### src/ppm_pkg.sv
package ppm_pkg;

    // port list order: 3, 4, 5, 6, 7, 8, 9, 12
    localparam int NUM_PORTS = 8;
    localparam int PIN_COUNT = 77;
    localparam int HALF      = 8;

    localparam int PORT3_IDX  = 0;
    localparam int PORT4_IDX  = 1;
    localparam int PORT5_IDX  = 2;
    localparam int PORT6_IDX  = 3;
    localparam int PORT7_IDX  = 4;
    localparam int PORT8_IDX  = 5;
    localparam int PORT9_IDX  = 6;
    localparam int PORT12_IDX = 7;

    // position of each port inside the flat pin vector
    localparam int PORT_BASE [NUM_PORTS]  = '{0, 10, 13, 19, 35, 51, 53, 69};
    localparam int PORT_WIDTH [NUM_PORTS] = '{10, 3, 6, 16, 16, 2, 16, 8};

    // bits that exist on each port
    localparam logic [15:0] WIDTH_MASK [NUM_PORTS] = '{
        16'h03FF, 16'h0007, 16'h003F, 16'hFFFF, 16'hFFFF, 16'h0003, 16'hFFFF, 16'h00FF};
    // bits that can be switched to control mode
    localparam logic [15:0] CTRL_MASK [NUM_PORTS] = '{
        16'h03FF, 16'h0007, 16'h003F, 16'h0007, 16'hFFFF, 16'h0003, 16'hFFFF, 16'h00FF};
    // bits with a valid interrupt edge
    localparam logic [15:0] EDGE_MASK [NUM_PORTS] = '{
        16'h03FF, 16'h0000, 16'h0000, 16'h0007, 16'h0000, 16'h0003, 16'hE000, 16'h0000};
    // bits with an on-chip pull-up
    localparam logic [15:0] PULL_MASK [NUM_PORTS] = '{
        16'h03FF, 16'h0007, 16'h003F, 16'hFFFF, 16'h0000, 16'h0003, 16'hFFFF, 16'h0000};
    // ports whose control mode is analog input (ports 7 and 12)
    localparam logic [NUM_PORTS-1:0] ANALOG_PORT = 8'h90;

    // reset values
    localparam logic [15:0] DIR_RESET  = 16'hFFFF;
    localparam logic [15:0] ZERO16     = 16'h0000;
    localparam logic [7:0]  KEY_RESET  = 8'h00;

    // APB map: paddr[7:5] selects the port, paddr[4:2] the register
    localparam int          ADDR_W        = 12;
    localparam int          PORT_SEL_LSB  = 5;
    localparam int          REG_SEL_LSB   = 2;
    localparam logic [3:0]  PORT_AREA_TOP = 4'h0;
    localparam logic [2:0]  REG_DATA      = 3'h0;  // output latch / pin read
    localparam logic [2:0]  REG_DIR       = 3'h1;  // port3_direction_reg etc, 1 = input
    localparam logic [2:0]  REG_MODE      = 3'h2;  // 1 = control mode
    localparam logic [2:0]  REG_PULLUP    = 3'h3;  // port3_pullup_reg etc
    localparam logic [2:0]  REG_RISE      = 3'h4;  // port3_rise_edge_sel etc
    localparam logic [2:0]  REG_FALL      = 3'h5;  // port3_fall_edge_sel etc
    localparam logic [2:0]  REG_DIR_HIGH  = 3'h6;  // port7_high_direction_reg only
    localparam logic [ADDR_W-1:0] KEY_MODE_ADDR = 12'h100;  // key_scan_mode_reg

    // key_scan_inputs_low on port 5 bits 0..5, key_scan_inputs_high on port 9 bits 8, 9
    localparam int KEY_LOW_BASE  = 13;
    localparam int KEY_LOW_COUNT = 6;
    localparam int KEY_HIGH_BIT0 = 61;
    localparam int KEY_HIGH_BIT1 = 62;

endpackage : ppm_pkg

### src/ppm_port_pin_mux.sv
module ppm_port_pin_mux
(
    // clock and reset
    input  wire logic                          clk,
    input  wire logic                          sys_rst,
    // APB slave
    input  wire logic                          psel,
    input  wire logic                          penable,
    input  wire logic                          pwrite,
    input  wire logic [ppm_pkg::ADDR_W-1:0]    paddr,
    input  wire logic [31:0]                   pwdata,
    output logic      [31:0]                   prdata,
    output logic                               pready,
    output logic                               pslverr,
    // pins, flat vector, port 3 at bit 0
    input  wire logic [ppm_pkg::PIN_COUNT-1:0] pinIn,
    output logic      [ppm_pkg::PIN_COUNT-1:0] pinOut,
    output logic      [ppm_pkg::PIN_COUNT-1:0] pinOe,
    output logic      [ppm_pkg::PIN_COUNT-1:0] pullEn,
    // on-chip peripherals, same bit order as the pins
    input  wire logic [ppm_pkg::PIN_COUNT-1:0] periphOut,
    input  wire logic [ppm_pkg::PIN_COUNT-1:0] periphOe,
    output logic      [ppm_pkg::PIN_COUNT-1:0] periphIn,
    // interrupt requests
    output logic      [ppm_pkg::PIN_COUNT-1:0] extIrqPulse,
    output logic                               keyIrq
);

    typedef logic [ppm_pkg::NUM_PORTS-1:0][15:0] ppm_bank_type;

    typedef struct packed
    {
        logic [ppm_pkg::PIN_COUNT-1:0] sync1;
        logic [ppm_pkg::PIN_COUNT-1:0] sync2;
        ppm_bank_type                  latch;
        ppm_bank_type                  dir;
        ppm_bank_type                  mode;
        ppm_bank_type                  pull;
        ppm_bank_type                  rise;
        ppm_bank_type                  fall;
        logic [7:0]                    keyMode;
        logic [7:0]                    keyPrev;
        logic                          keyIrq;
        logic [ppm_pkg::PIN_COUNT-1:0] pinOut;
        logic [ppm_pkg::PIN_COUNT-1:0] pinOe;
        logic [ppm_pkg::PIN_COUNT-1:0] pullEn;
        logic [ppm_pkg::PIN_COUNT-1:0] periphIn;
        logic [31:0]                   prdata;
        logic                          pready;
        logic                          pslverr;
    } ppm_state_type;

    ppm_state_type st_q;
    ppm_state_type st_d;

    // per-port views and their flat images
    ppm_bank_type                  ctrlP;
    ppm_bank_type                  readP;
    logic [ppm_pkg::PIN_COUNT-1:0] ctrlFlat;
    logic [ppm_pkg::PIN_COUNT-1:0] dirFlat;
    logic [ppm_pkg::PIN_COUNT-1:0] latchFlat;
    logic [ppm_pkg::PIN_COUNT-1:0] analogFlat;
    logic [ppm_pkg::PIN_COUNT-1:0] pullFlat;
    logic [ppm_pkg::PIN_COUNT-1:0] riseFlat;
    logic [ppm_pkg::PIN_COUNT-1:0] fallFlat;
    logic [ppm_pkg::PIN_COUNT-1:0] edgeEnFlat;
    logic [7:0]                    keyLevel;
    logic [7:0]                    keyReady;

    // bus decode
    logic                          setup;
    logic                          access;
    logic [2:0]                    portSel;
    logic [2:0]                    regSel;
    logic                          inPortArea;

    assign setup      = psel & ~penable;
    assign access     = psel & penable & st_q.pready;
    assign portSel    = paddr[ppm_pkg::PORT_SEL_LSB +: 3];
    assign regSel     = paddr[ppm_pkg::REG_SEL_LSB +: 3];
    assign inPortArea = paddr[ppm_pkg::ADDR_W-1:8] == ppm_pkg::PORT_AREA_TOP;

    // per-port gating, sliced into the flat pin vector
    generate
        for (genvar p = 0; p < ppm_pkg::NUM_PORTS; p++)
        begin : g_port
            localparam int B = ppm_pkg::PORT_BASE[p];
            localparam int W = ppm_pkg::PORT_WIDTH[p];
            logic [15:0] pinP;
            assign pinP = 16'(st_q.sync2[B +: W]);
            // only masked bits can leave port mode
            assign ctrlP[p] = st_q.mode[p] & ppm_pkg::CTRL_MASK[p];
            // input bits read the pin, output bits read the latch
            assign readP[p] = ((st_q.dir[p] & pinP) | (~st_q.dir[p] & st_q.latch[p]))
                              & ppm_pkg::WIDTH_MASK[p];
            assign ctrlFlat[B +: W]   = ctrlP[p][W-1:0];
            assign dirFlat[B +: W]    = st_q.dir[p][W-1:0];
            assign latchFlat[B +: W]  = st_q.latch[p][W-1:0];
            assign analogFlat[B +: W] = {W{ppm_pkg::ANALOG_PORT[p]}};
            // pull-up only where the port has one
            assign pullFlat[B +: W]   = st_q.pull[p][W-1:0];
            // port 6 uses its low three edge selects
            assign riseFlat[B +: W]   = st_q.rise[p][W-1:0];
            assign fallFlat[B +: W]   = st_q.fall[p][W-1:0];
            // edges only on the masked bits
            assign edgeEnFlat[B +: W] = ctrlP[p][W-1:0] & st_q.dir[p][W-1:0]
                                        & ppm_pkg::EDGE_MASK[p][W-1:0];
        end
    endgenerate

    // key lines: port 5 low six bits, port 9 bits 8 and 9
    assign keyLevel = {st_q.sync2[ppm_pkg::KEY_HIGH_BIT1], st_q.sync2[ppm_pkg::KEY_HIGH_BIT0],
                       st_q.sync2[ppm_pkg::KEY_LOW_BASE +: ppm_pkg::KEY_LOW_COUNT]};
    // enabled key line must be a control-mode input
    assign keyReady = st_q.keyMode
        & {ctrlFlat[ppm_pkg::KEY_HIGH_BIT1] & dirFlat[ppm_pkg::KEY_HIGH_BIT1],
           ctrlFlat[ppm_pkg::KEY_HIGH_BIT0] & dirFlat[ppm_pkg::KEY_HIGH_BIT0],
           ctrlFlat[ppm_pkg::KEY_LOW_BASE +: ppm_pkg::KEY_LOW_COUNT]
           & dirFlat[ppm_pkg::KEY_LOW_BASE +: ppm_pkg::KEY_LOW_COUNT]};

    // next state: synchronisers, register file, pin drivers
    always_comb
    begin
        st_d = st_q;

        // pins pass two flops before any use
        st_d.sync1 = pinIn;
        st_d.sync2 = st_q.sync1;

        // zero-wait slave: answer prepared during setup
        st_d.pready  = setup;
        st_d.pslverr = 1'b0;
        st_d.prdata  = 32'h0000_0000;
        if (setup)
        begin
            if (paddr == ppm_pkg::KEY_MODE_ADDR)
                st_d.prdata = {24'h00_0000, st_q.keyMode};
            else if (!inPortArea || paddr[1:0] != 2'h0)
                st_d.pslverr = 1'b1;
            else
            begin
                unique case (regSel)
                    ppm_pkg::REG_DATA:     st_d.prdata = {16'h0000, readP[portSel]};
                    ppm_pkg::REG_DIR:      st_d.prdata = {16'h0000,
                        portSel == 3'(ppm_pkg::PORT7_IDX)
                        ? {8'h00, st_q.dir[portSel][ppm_pkg::HALF-1:0]}
                        : st_q.dir[portSel]};
                    ppm_pkg::REG_MODE:     st_d.prdata = {16'h0000, st_q.mode[portSel]};
                    ppm_pkg::REG_PULLUP:   st_d.prdata = {16'h0000, st_q.pull[portSel]};
                    ppm_pkg::REG_RISE:     st_d.prdata = {16'h0000, st_q.rise[portSel]};
                    ppm_pkg::REG_FALL:     st_d.prdata = {16'h0000, st_q.fall[portSel]};
                    ppm_pkg::REG_DIR_HIGH:
                    begin
                        if (portSel == 3'(ppm_pkg::PORT7_IDX))
                            st_d.prdata = {24'h00_0000,
                                           st_q.dir[portSel][15:ppm_pkg::HALF]};
                        else
                            st_d.pslverr = 1'b1;
                    end
                    default:               st_d.pslverr = 1'b1;
                endcase
            end
        end

        // writes land at the access edge; refused addresses change nothing
        if (access && pwrite)
        begin
            if (paddr == ppm_pkg::KEY_MODE_ADDR)
                st_d.keyMode = pwdata[7:0];
            else if (inPortArea && paddr[1:0] == 2'h0)
            begin
                unique case (regSel)
                    ppm_pkg::REG_DATA:
                        st_d.latch[portSel] = pwdata[15:0] & ppm_pkg::WIDTH_MASK[portSel];
                    ppm_pkg::REG_DIR:
                    begin
                        // port 7 high half has its own register
                        if (portSel == 3'(ppm_pkg::PORT7_IDX))
                            st_d.dir[portSel][ppm_pkg::HALF-1:0] = pwdata[ppm_pkg::HALF-1:0];
                        else
                            st_d.dir[portSel] = pwdata[15:0]
                                | ~ppm_pkg::WIDTH_MASK[portSel];
                    end
                    ppm_pkg::REG_MODE:
                        st_d.mode[portSel] = pwdata[15:0] & ppm_pkg::CTRL_MASK[portSel];
                    ppm_pkg::REG_PULLUP:
                        st_d.pull[portSel] = pwdata[15:0] & ppm_pkg::PULL_MASK[portSel];
                    ppm_pkg::REG_RISE:
                        st_d.rise[portSel] = pwdata[15:0] & ppm_pkg::EDGE_MASK[portSel];
                    ppm_pkg::REG_FALL:
                        st_d.fall[portSel] = pwdata[15:0] & ppm_pkg::EDGE_MASK[portSel];
                    ppm_pkg::REG_DIR_HIGH:
                    begin
                        if (portSel == 3'(ppm_pkg::PORT7_IDX))
                            st_d.dir[portSel][15:ppm_pkg::HALF] = pwdata[ppm_pkg::HALF-1:0];
                    end
                    default:
                    begin
                    end
                endcase
            end
        end

        // peripheral owns control-mode bits, latch owns port mode
        // serial, interrupt and timer functions ride the peripheral bus
        // clocked serial channel 0 on port 4
        // port 5 keys, timer Q0 and debug
        // port 8 interrupt and serial channel 3
        st_d.pinOut = (ctrlFlat & periphOut) | (~ctrlFlat & latchFlat);
        // serial clock direction chosen per cycle by the peripheral
        // analog control bits never drive, like port 7
        st_d.pinOe  = (ctrlFlat & ~analogFlat & periphOe) | (~ctrlFlat & ~dirFlat);
        st_d.pullEn = pullFlat;
        // control-mode pins feed the peripherals, debug unit included
        st_d.periphIn = st_q.sync2 & ctrlFlat;

        // key interrupt on a falling edge of any ready key line
        st_d.keyPrev = keyLevel;
        st_d.keyIrq  = |(keyReady & st_q.keyPrev & ~keyLevel);
    end

    // single register stage for all state
    always_ff @(posedge clk or posedge sys_rst)
    begin
        if (sys_rst)
        begin
            st_q         <= '0;
            st_q.dir     <= {ppm_pkg::NUM_PORTS{ppm_pkg::DIR_RESET}};
            st_q.keyMode <= ppm_pkg::KEY_RESET;
        end
        else
            st_q <= st_d;
    end

    // external interrupt edges on enabled pins
    ppm_edge_detect u_edge
    (
        .clk     (clk),
        .sys_rst (sys_rst),
        .level   (st_q.sync2),
        .riseSel (riseFlat),
        .fallSel (fallFlat),
        .enable  (edgeEnFlat),
        .pulse   (extIrqPulse)
    );

    // outputs straight from flops
    assign prdata   = st_q.prdata;
    assign pready   = st_q.pready;
    assign pslverr  = st_q.pslverr;
    assign pinOut   = st_q.pinOut;
    assign pinOe    = st_q.pinOe;
    assign pullEn   = st_q.pullEn;
    assign periphIn = st_q.periphIn;
    assign keyIrq   = st_q.keyIrq;

    // port mode output follows the latch
    latch_drive_a: assert property (@(posedge clk) disable iff (sys_rst)
        1'b1 |=> ((pinOut ^ $past(latchFlat)) & $past(~ctrlFlat & ~dirFlat)) == '0)
        else $error("port output differs from latch");

    // control mode output follows the peripheral
    periph_drive_a: assert property (@(posedge clk) disable iff (sys_rst)
        1'b1 |=> ((pinOut ^ $past(periphOut)) & $past(ctrlFlat)) == '0)
        else $error("control output differs from peripheral");

    // port mode input never drives the pin
    input_release_a: assert property (@(posedge clk) disable iff (sys_rst)
        1'b1 |=> (pinOe & $past(~ctrlFlat & dirFlat)) == '0)
        else $error("input bit drives its pin");

    // analog bits in control mode never drive
    analog_hiz_a: assert property (@(posedge clk) disable iff (sys_rst)
        1'b1 |=> (pinOe & $past(ctrlFlat & analogFlat)) == '0)
        else $error("analog bit drives its pin");

    // port 6 upper bits stay in port mode
    p6_port_only_a: assert property (@(posedge clk) disable iff (sys_rst)
        ctrlFlat[ppm_pkg::PORT_BASE[ppm_pkg::PORT6_IDX]+3 +: 13] == '0)
        else $error("port 6 upper bit in control mode");

    // no pull-up on the analog ports
    analog_pull_a: assert property (@(posedge clk) disable iff (sys_rst)
        pullEn[ppm_pkg::PORT_BASE[ppm_pkg::PORT7_IDX] +: 16] == '0 &&
        pullEn[ppm_pkg::PORT_BASE[ppm_pkg::PORT12_IDX] +: 8] == '0)
        else $error("pull-up on analog port");

    // pull-up output follows its register one edge later
    pull_follow_a: assert property (@(posedge clk) disable iff (sys_rst)
        1'b1 |=> pullEn == $past(pullFlat))
        else $error("pull-up output differs from register");

    // error flag only ever rides on the ready pulse
    err_ready_a: assert property (@(posedge clk) disable iff (sys_rst)
        pslverr |-> pready)
        else $error("pslverr without pready");

    // port 9 low bits raise no edge request
    p9_edge_bits_a: assert property (@(posedge clk) disable iff (sys_rst)
        extIrqPulse[ppm_pkg::PORT_BASE[ppm_pkg::PORT9_IDX] +: 13] == '0)
        else $error("edge request on port 9 low bit");

    // key request needs a ready line and a falling edge
    key_gate_a: assert property (@(posedge clk) disable iff (sys_rst)
        keyIrq |-> |($past(keyReady) & $past(keyLevel, 2) & ~$past(keyLevel)))
        else $error("key request without ready falling line");

    // peripheral sees the pin three edges later
    periph_path_a: assert property (@(posedge clk) disable iff (sys_rst)
        1'b1 ##3 1'b1 |-> ((periphIn ^ $past(pinIn, 3)) & $past(ctrlFlat)) == '0)
        else $error("peripheral input not the synchronised pin");

    // zero-wait answer to every setup
    apb_ready_a: assert property (@(posedge clk) disable iff (sys_rst)
        psel && !penable |=> pready ##1 !pready)
        else $error("pready not one cycle after setup");

    key_seen_c:   cover property (@(posedge clk) disable iff (sys_rst) keyIrq);
    edge_seen_c:  cover property (@(posedge clk) disable iff (sys_rst) |extIrqPulse);
    ctrl_write_c: cover property (@(posedge clk) disable iff (sys_rst)
        access && pwrite && regSel == ppm_pkg::REG_MODE);
    err_seen_c:   cover property (@(posedge clk) disable iff (sys_rst) pready && pslverr);

endmodule : ppm_port_pin_mux

### src/ppm_edge_detect.sv
module ppm_edge_detect
(
    // clock and reset
    input  wire logic                          clk,
    input  wire logic                          sys_rst,
    // synchronised pin levels and edge selects
    input  wire logic [ppm_pkg::PIN_COUNT-1:0] level,
    input  wire logic [ppm_pkg::PIN_COUNT-1:0] riseSel,
    input  wire logic [ppm_pkg::PIN_COUNT-1:0] fallSel,
    input  wire logic [ppm_pkg::PIN_COUNT-1:0] enable,
    // one-cycle request per pin
    output logic      [ppm_pkg::PIN_COUNT-1:0] pulse
);

    typedef struct packed
    {
        logic [ppm_pkg::PIN_COUNT-1:0] prev;
        logic [ppm_pkg::PIN_COUNT-1:0] pulse;
    } ppm_edge_state_type;

    ppm_edge_state_type st_q;
    ppm_edge_state_type st_d;

    // both selects set means both edges are valid
    always_comb
    begin
        st_d       = st_q;
        st_d.prev  = level;
        st_d.pulse = enable & ((riseSel & level & ~st_q.prev) |
                               (fallSel & ~level & st_q.prev));
    end

    always_ff @(posedge clk or posedge sys_rst)
    begin
        if (sys_rst)
            st_q <= '0;
        else
            st_q <= st_d;
    end

    assign pulse = st_q.pulse;

    // a pulse needs an enabled, selected edge one cycle before
    edge_cause_a: assert property (@(posedge clk) disable iff (sys_rst)
        (pulse & ~$past(enable & ((riseSel & level & ~st_q.prev) |
                                  (fallSel & ~level & st_q.prev)))) == '0)
        else $error("edge pulse without selected edge");

endmodule : ppm_edge_detect

### config.mk
export PLATFORM = sky130hd
export DESIGN_NAME = ppm_port_pin_mux
export DESIGN_NICKNAME = d
export VERILOG_FILES = /design/src/ppm_pkg.sv /design/src/ppm_port_pin_mux.sv /design/src/ppm_edge_detect.sv
export SDC_FILE = /design/constraint.sdc
export NUM_CORES = 2
export LEC_CHECK = 0
export ABC_AREA = 1
export BUFFER_PORTS_ARGS = -buffer_cell sky130_fd_sc_hd__buf_2
export CORE_MARGIN = 1.5
export CORE_UTILIZATION = 42
export DETAILED_ROUTE_END_ITERATION = 6
export PLACE_DENSITY_LB_ADDON = 0.3
export SETUP_SLACK_MARGIN = 0.4
export SKIP_CTS_REPAIR_TIMING = 1
export SLEW_MARGIN = 20
export SYNTH_ARGS = -nofsm -noshare
export SYNTH_HDL_FRONTEND = slang
export SYNTH_SLANG_ARGS = --single-unit
### constraint.sdc
create_clock -name clk -period 42.9 [get_ports clk]
set_input_delay 2.145 -clock clk [delete_from_list [all_inputs] [get_ports clk]]
set_output_delay 2.145 -clock clk [all_outputs]
set_load 0.01 [all_outputs]
==> metrics.md <==
| Metric | Value |
|---|---|
| Mux share of post-synthesis cell area | `1.10%` |
| Worst vdd ir | `0.0000409 V` |
| CP Cell Sequence | `buf_8 > inv_6 > buf_4 > buf_4 > ha_1 > inv_1 > nand2_1 > nand2_1 > nor2_1 > mux2_2` |
| Synth Area in XOR/XNOR | `0%` |
| Synth cell types | `47` |
| Hold Crit Class | `reg -> reg` |
| Initial core utilization | `42.4%` |
| Largest net degree at the start of global routing | `173` |
| Largest family of logic cells by synthesized area | `simple AND/OR/NAND/NOR gates` |
| Hold Vio Cnt, Final | `0` |
| Vias | `38700` |
| Post-DRT Antenna Nets | `0` |
| Slowest cell delay on critical path | `1000 ps` |
| Final cell count without fillers | `7527` |
| Arrival time of the worst setup path | `6340 ps` |
| Setup Crit Path Kind | `in -> reg` |
| GR met2 Demand/Resource | `41.7%` |
| Clk sink count | `1189` |
| Gr usage total | `27.3%` |
| Area Overhead vs Synth | `12.1%` |
| Final worst setup slack | `37240 ps` |
| Max Buffers Root-to-Sink | `3` |
| First-pass GRT wire length | `244000 um` |
| CORE AREA | `0.120 mm2` |
| CTS tree | `done` |
| Worst rel slew slack | `17.6%` |
| Mean Syn Cell Area | `9.10 um2` |
| Post-layout min period | `5660 ps` |
| P_sw | `0.000583 W` |
| Sequential area share after synthesis | `58.8%` |
| Drt drc | `0` |
| Io pins | `700` |
| Slowest cell on crit path | `nor2_1` |
| Slew @ Worst Pin | `1230 ps` |
| Tcrit/Tclk final | `13.2%` |
| Clock share of power | `47.9%` |
| Nets | `6076` |
| EDFF count, synth | `0` |
| Num CTS Buffers | `134` |
| Post-Synth Simple-Gate Area | `16.5%` |
| Pre-antenna DRT Iters | `6` |
| Part of the power in registers | `46.6%` |
| Slew Viols, Final | `0` |
| Final Total Pwr | `0.00246 W` |
| Post-Route Setup TNS | `0 ps` |
| Final setup violation count | `0` |
| Die X | `351 um` |
| Clock-pin slew on the worst setup and hold paths | `60 ps` |
| Post-layout util | `47.5%` |
| Post-synth top area cell | `dfrtp_1` |
| Startpoint type of the worst setup path | `input pin` |
| Pwr/cell area | `43.1 mW/mm2` |
| Yosys Warn Count | `0` |
| GP Congestion | `0.983` |
| Logic pwr share | `5.5%` |
| Most instantiated cells after synthesis | `1539 x nand2_1, 1061 x dfrtp_1, 742 x o21ai_0, 616 x inv_1, 424 x buf_4` |
| Row Count | `127` |
| Gr busiest metal | `met2` |
| Cells after DPL | `7266` |
| GRT met3 Usage | `6.74%` |
| Fmax | `177 MHz` |
| Met1 usage in global routing | `37.0%` |
| Worst-Skew Late Latency | `750 ps` |
| Critical path peak fanout | `102` |
| Total grt overflow | `0` |
| Leakage | `28.8 nW` |
| Clock skew | `29.0 ps` |
| Mapped Cells | `5593` |
| Die span in y | `351 um` |
| Number of port buffers | `545` |
| Most frequent cell after synthesis | `nand2_1` |
| Vias per inst | `5.14` |
| Wire per inst | `22.5 um` |
| Main area contributors after synthesis | `dfrtp_1 52%, nand2_1 11%, o21ai_0 7.3%` |
| Outcome | `completed` |
| Endpoint type of the worst setup path | `flop` |
| Die area | `0.123 mm2` |
| Critical Path RT | `43570 ps` |
| DRT iter0 DRCs | `3888` |
| RSZ-0062 raised after global routing | `false` |
| Drt total wl | `169000 um` |
| CTS Root Cell | `clkbuf_16` |
| FF+latch count, synth | `1189` |
| Post-DP HPWL | `121000 um` |
| Max Cap Viol | `0` |
| Yosys top cell area share | `52.2%` |
| Post-Synth Adder-Cell Area | `0.123%` |
| H-tree depth | `4` |
| Place WS | `36490 ps` |
| Async S/R FF share, synth | `100%` |
| Internal power | `0.00187 W` |
| Compound-Gate Fraction of Synth Area | `10.9%` |
| Most common flop cell mapped by yosys | `dfrtp_1` |
| Post-Syn Area | `0.0509 mm2` |
| Sw Ratio | `23.7%` |
| Vias in the first global route | `36000` |
| Share of cells above drive strength 1 | `18.4%` |
| Initial antenna violation count | `16` |
[layer usage]
layer	wire length [um]	up-vias
met3	16400	330
met5	27	-
met2	76000	1814
met1	69900	18900
met4	7080	4
li1	-	17600
[final timing paths]
kind	from	end	slack, ps	cells past startpoint
setup / recovery	paddr[5]	st_q[654]$_DFFE_PP0P_	37240	10
hold / removal	st_d[1133]$_DFF_PP0_	g_port[0].pinP[6]$_DFF_PP0_	340	0
setup reg to reg	pready$_DFF_PP0_	latchFlat[32]$_DFFE_PP0P_	39570	8
hold reg to reg	st_d[1133]$_DFF_PP0_	g_port[0].pinP[6]$_DFF_PP0_	340	0
max in group asynchronous	sys_rst	fallFlat[10]$_DFFE_PP0P_	37790	6
min in group asynchronous	sys_rst	periphIn[74]$_DFF_PP0_	1520	2
[area by class of cell]
type                    instances  area (um2)
clock buffers                 207        4040
repair buffers                599        3210
multi-input cells            3233       14900
well taps                    1612        2020
inverters                     634        2390
flip-flops and latches       1189       29900
fillers                     11400       63000
clock inverters                39         514
diodes                         14        35.0
[cell families after synthesis]
kind of cell,count (synthesis)
AO/OA/AOI/OAI,1006
adder cells (fa/ha/maj),5
buffers and inverters,1258
flip-flops,1189
multiplexers,51
other,1
AND/OR/NAND/NOR,2083
[power by group through the flow]
stage / Sequential (W) / Clock (W) / Combinational (W)
after floorplan: 0.00116 / 0 / 0.0000864
after global placement: 0.00116 / 0 / 0.000133
after detailed placement: 0.00116 / 0 / 0.000134
after CTS: 0.00114 / 0.00119 / 0.000134
after global routing: 0.00115 / 0.00124 / 0.000147
final: 0.00114 / 0.00118 / 0.000136
[cell usage in the layout, fill, tap and decap left out, types with 15 or more instances in the layout]
cell / Yosys / final
buf_4: 424 / 48
a21oi_1: 84 / 82
mux2_2: 41 / 41
clkbuf_1: 112 / 40
o21ai_0: 742 / 742
clkinv_2: 0 / 16
dfstp_2: 128 / 128
a2111oi_0: 17 / 17
clkbuf_8: 0 / 26
inv_2: 17 / 16
dfrtp_1: 1061 / 1061
conb_1: 1 / 88
nand4_1: 36 / 36
buf_2: 81 / 544
o211ai_1: 104 / 104
nor2_4: 12 / 15
or2_2: 39 / 39
nand3_1: 123 / 123
clkbuf_16: 0 / 141
nand2_1: 1539 / 1539
nor2_1: 300 / 295
inv_1: 616 / 614
[stage by stage]
step / area [um2] / hold slack, ps
after floorplan: 51200 / 331
after global placement: 52400 / 332
after detailed placement: 52400 / 335
after CTS: 56900 / 341
after global routing: 57000 / 345
final: 57000 / 340
[registers in the layout, summed over array words and instances, names as in the netlist]
name,cells
st_q,246
dirFlat,77
g_port.pinP,77
latchFlat,77
pinOe,77
pinOut,77
pullEn,77
pullFlat,77
st_d,77
fallFlat,68
riseFlat,68
ctrlFlat,64
periphIn,64
u_edge.st_q,26
u_edge.pulse,18
prdata,16
keyIrq,1
pready,1
pslverr,1
[critical path: cells and delay by family]
kind	cells	cell delay, ps
fa+ha+maj	1	270
buf+inv	5	2110
mux	1	310
simple gates	3	1400
(Power assumes the default switching activity.)
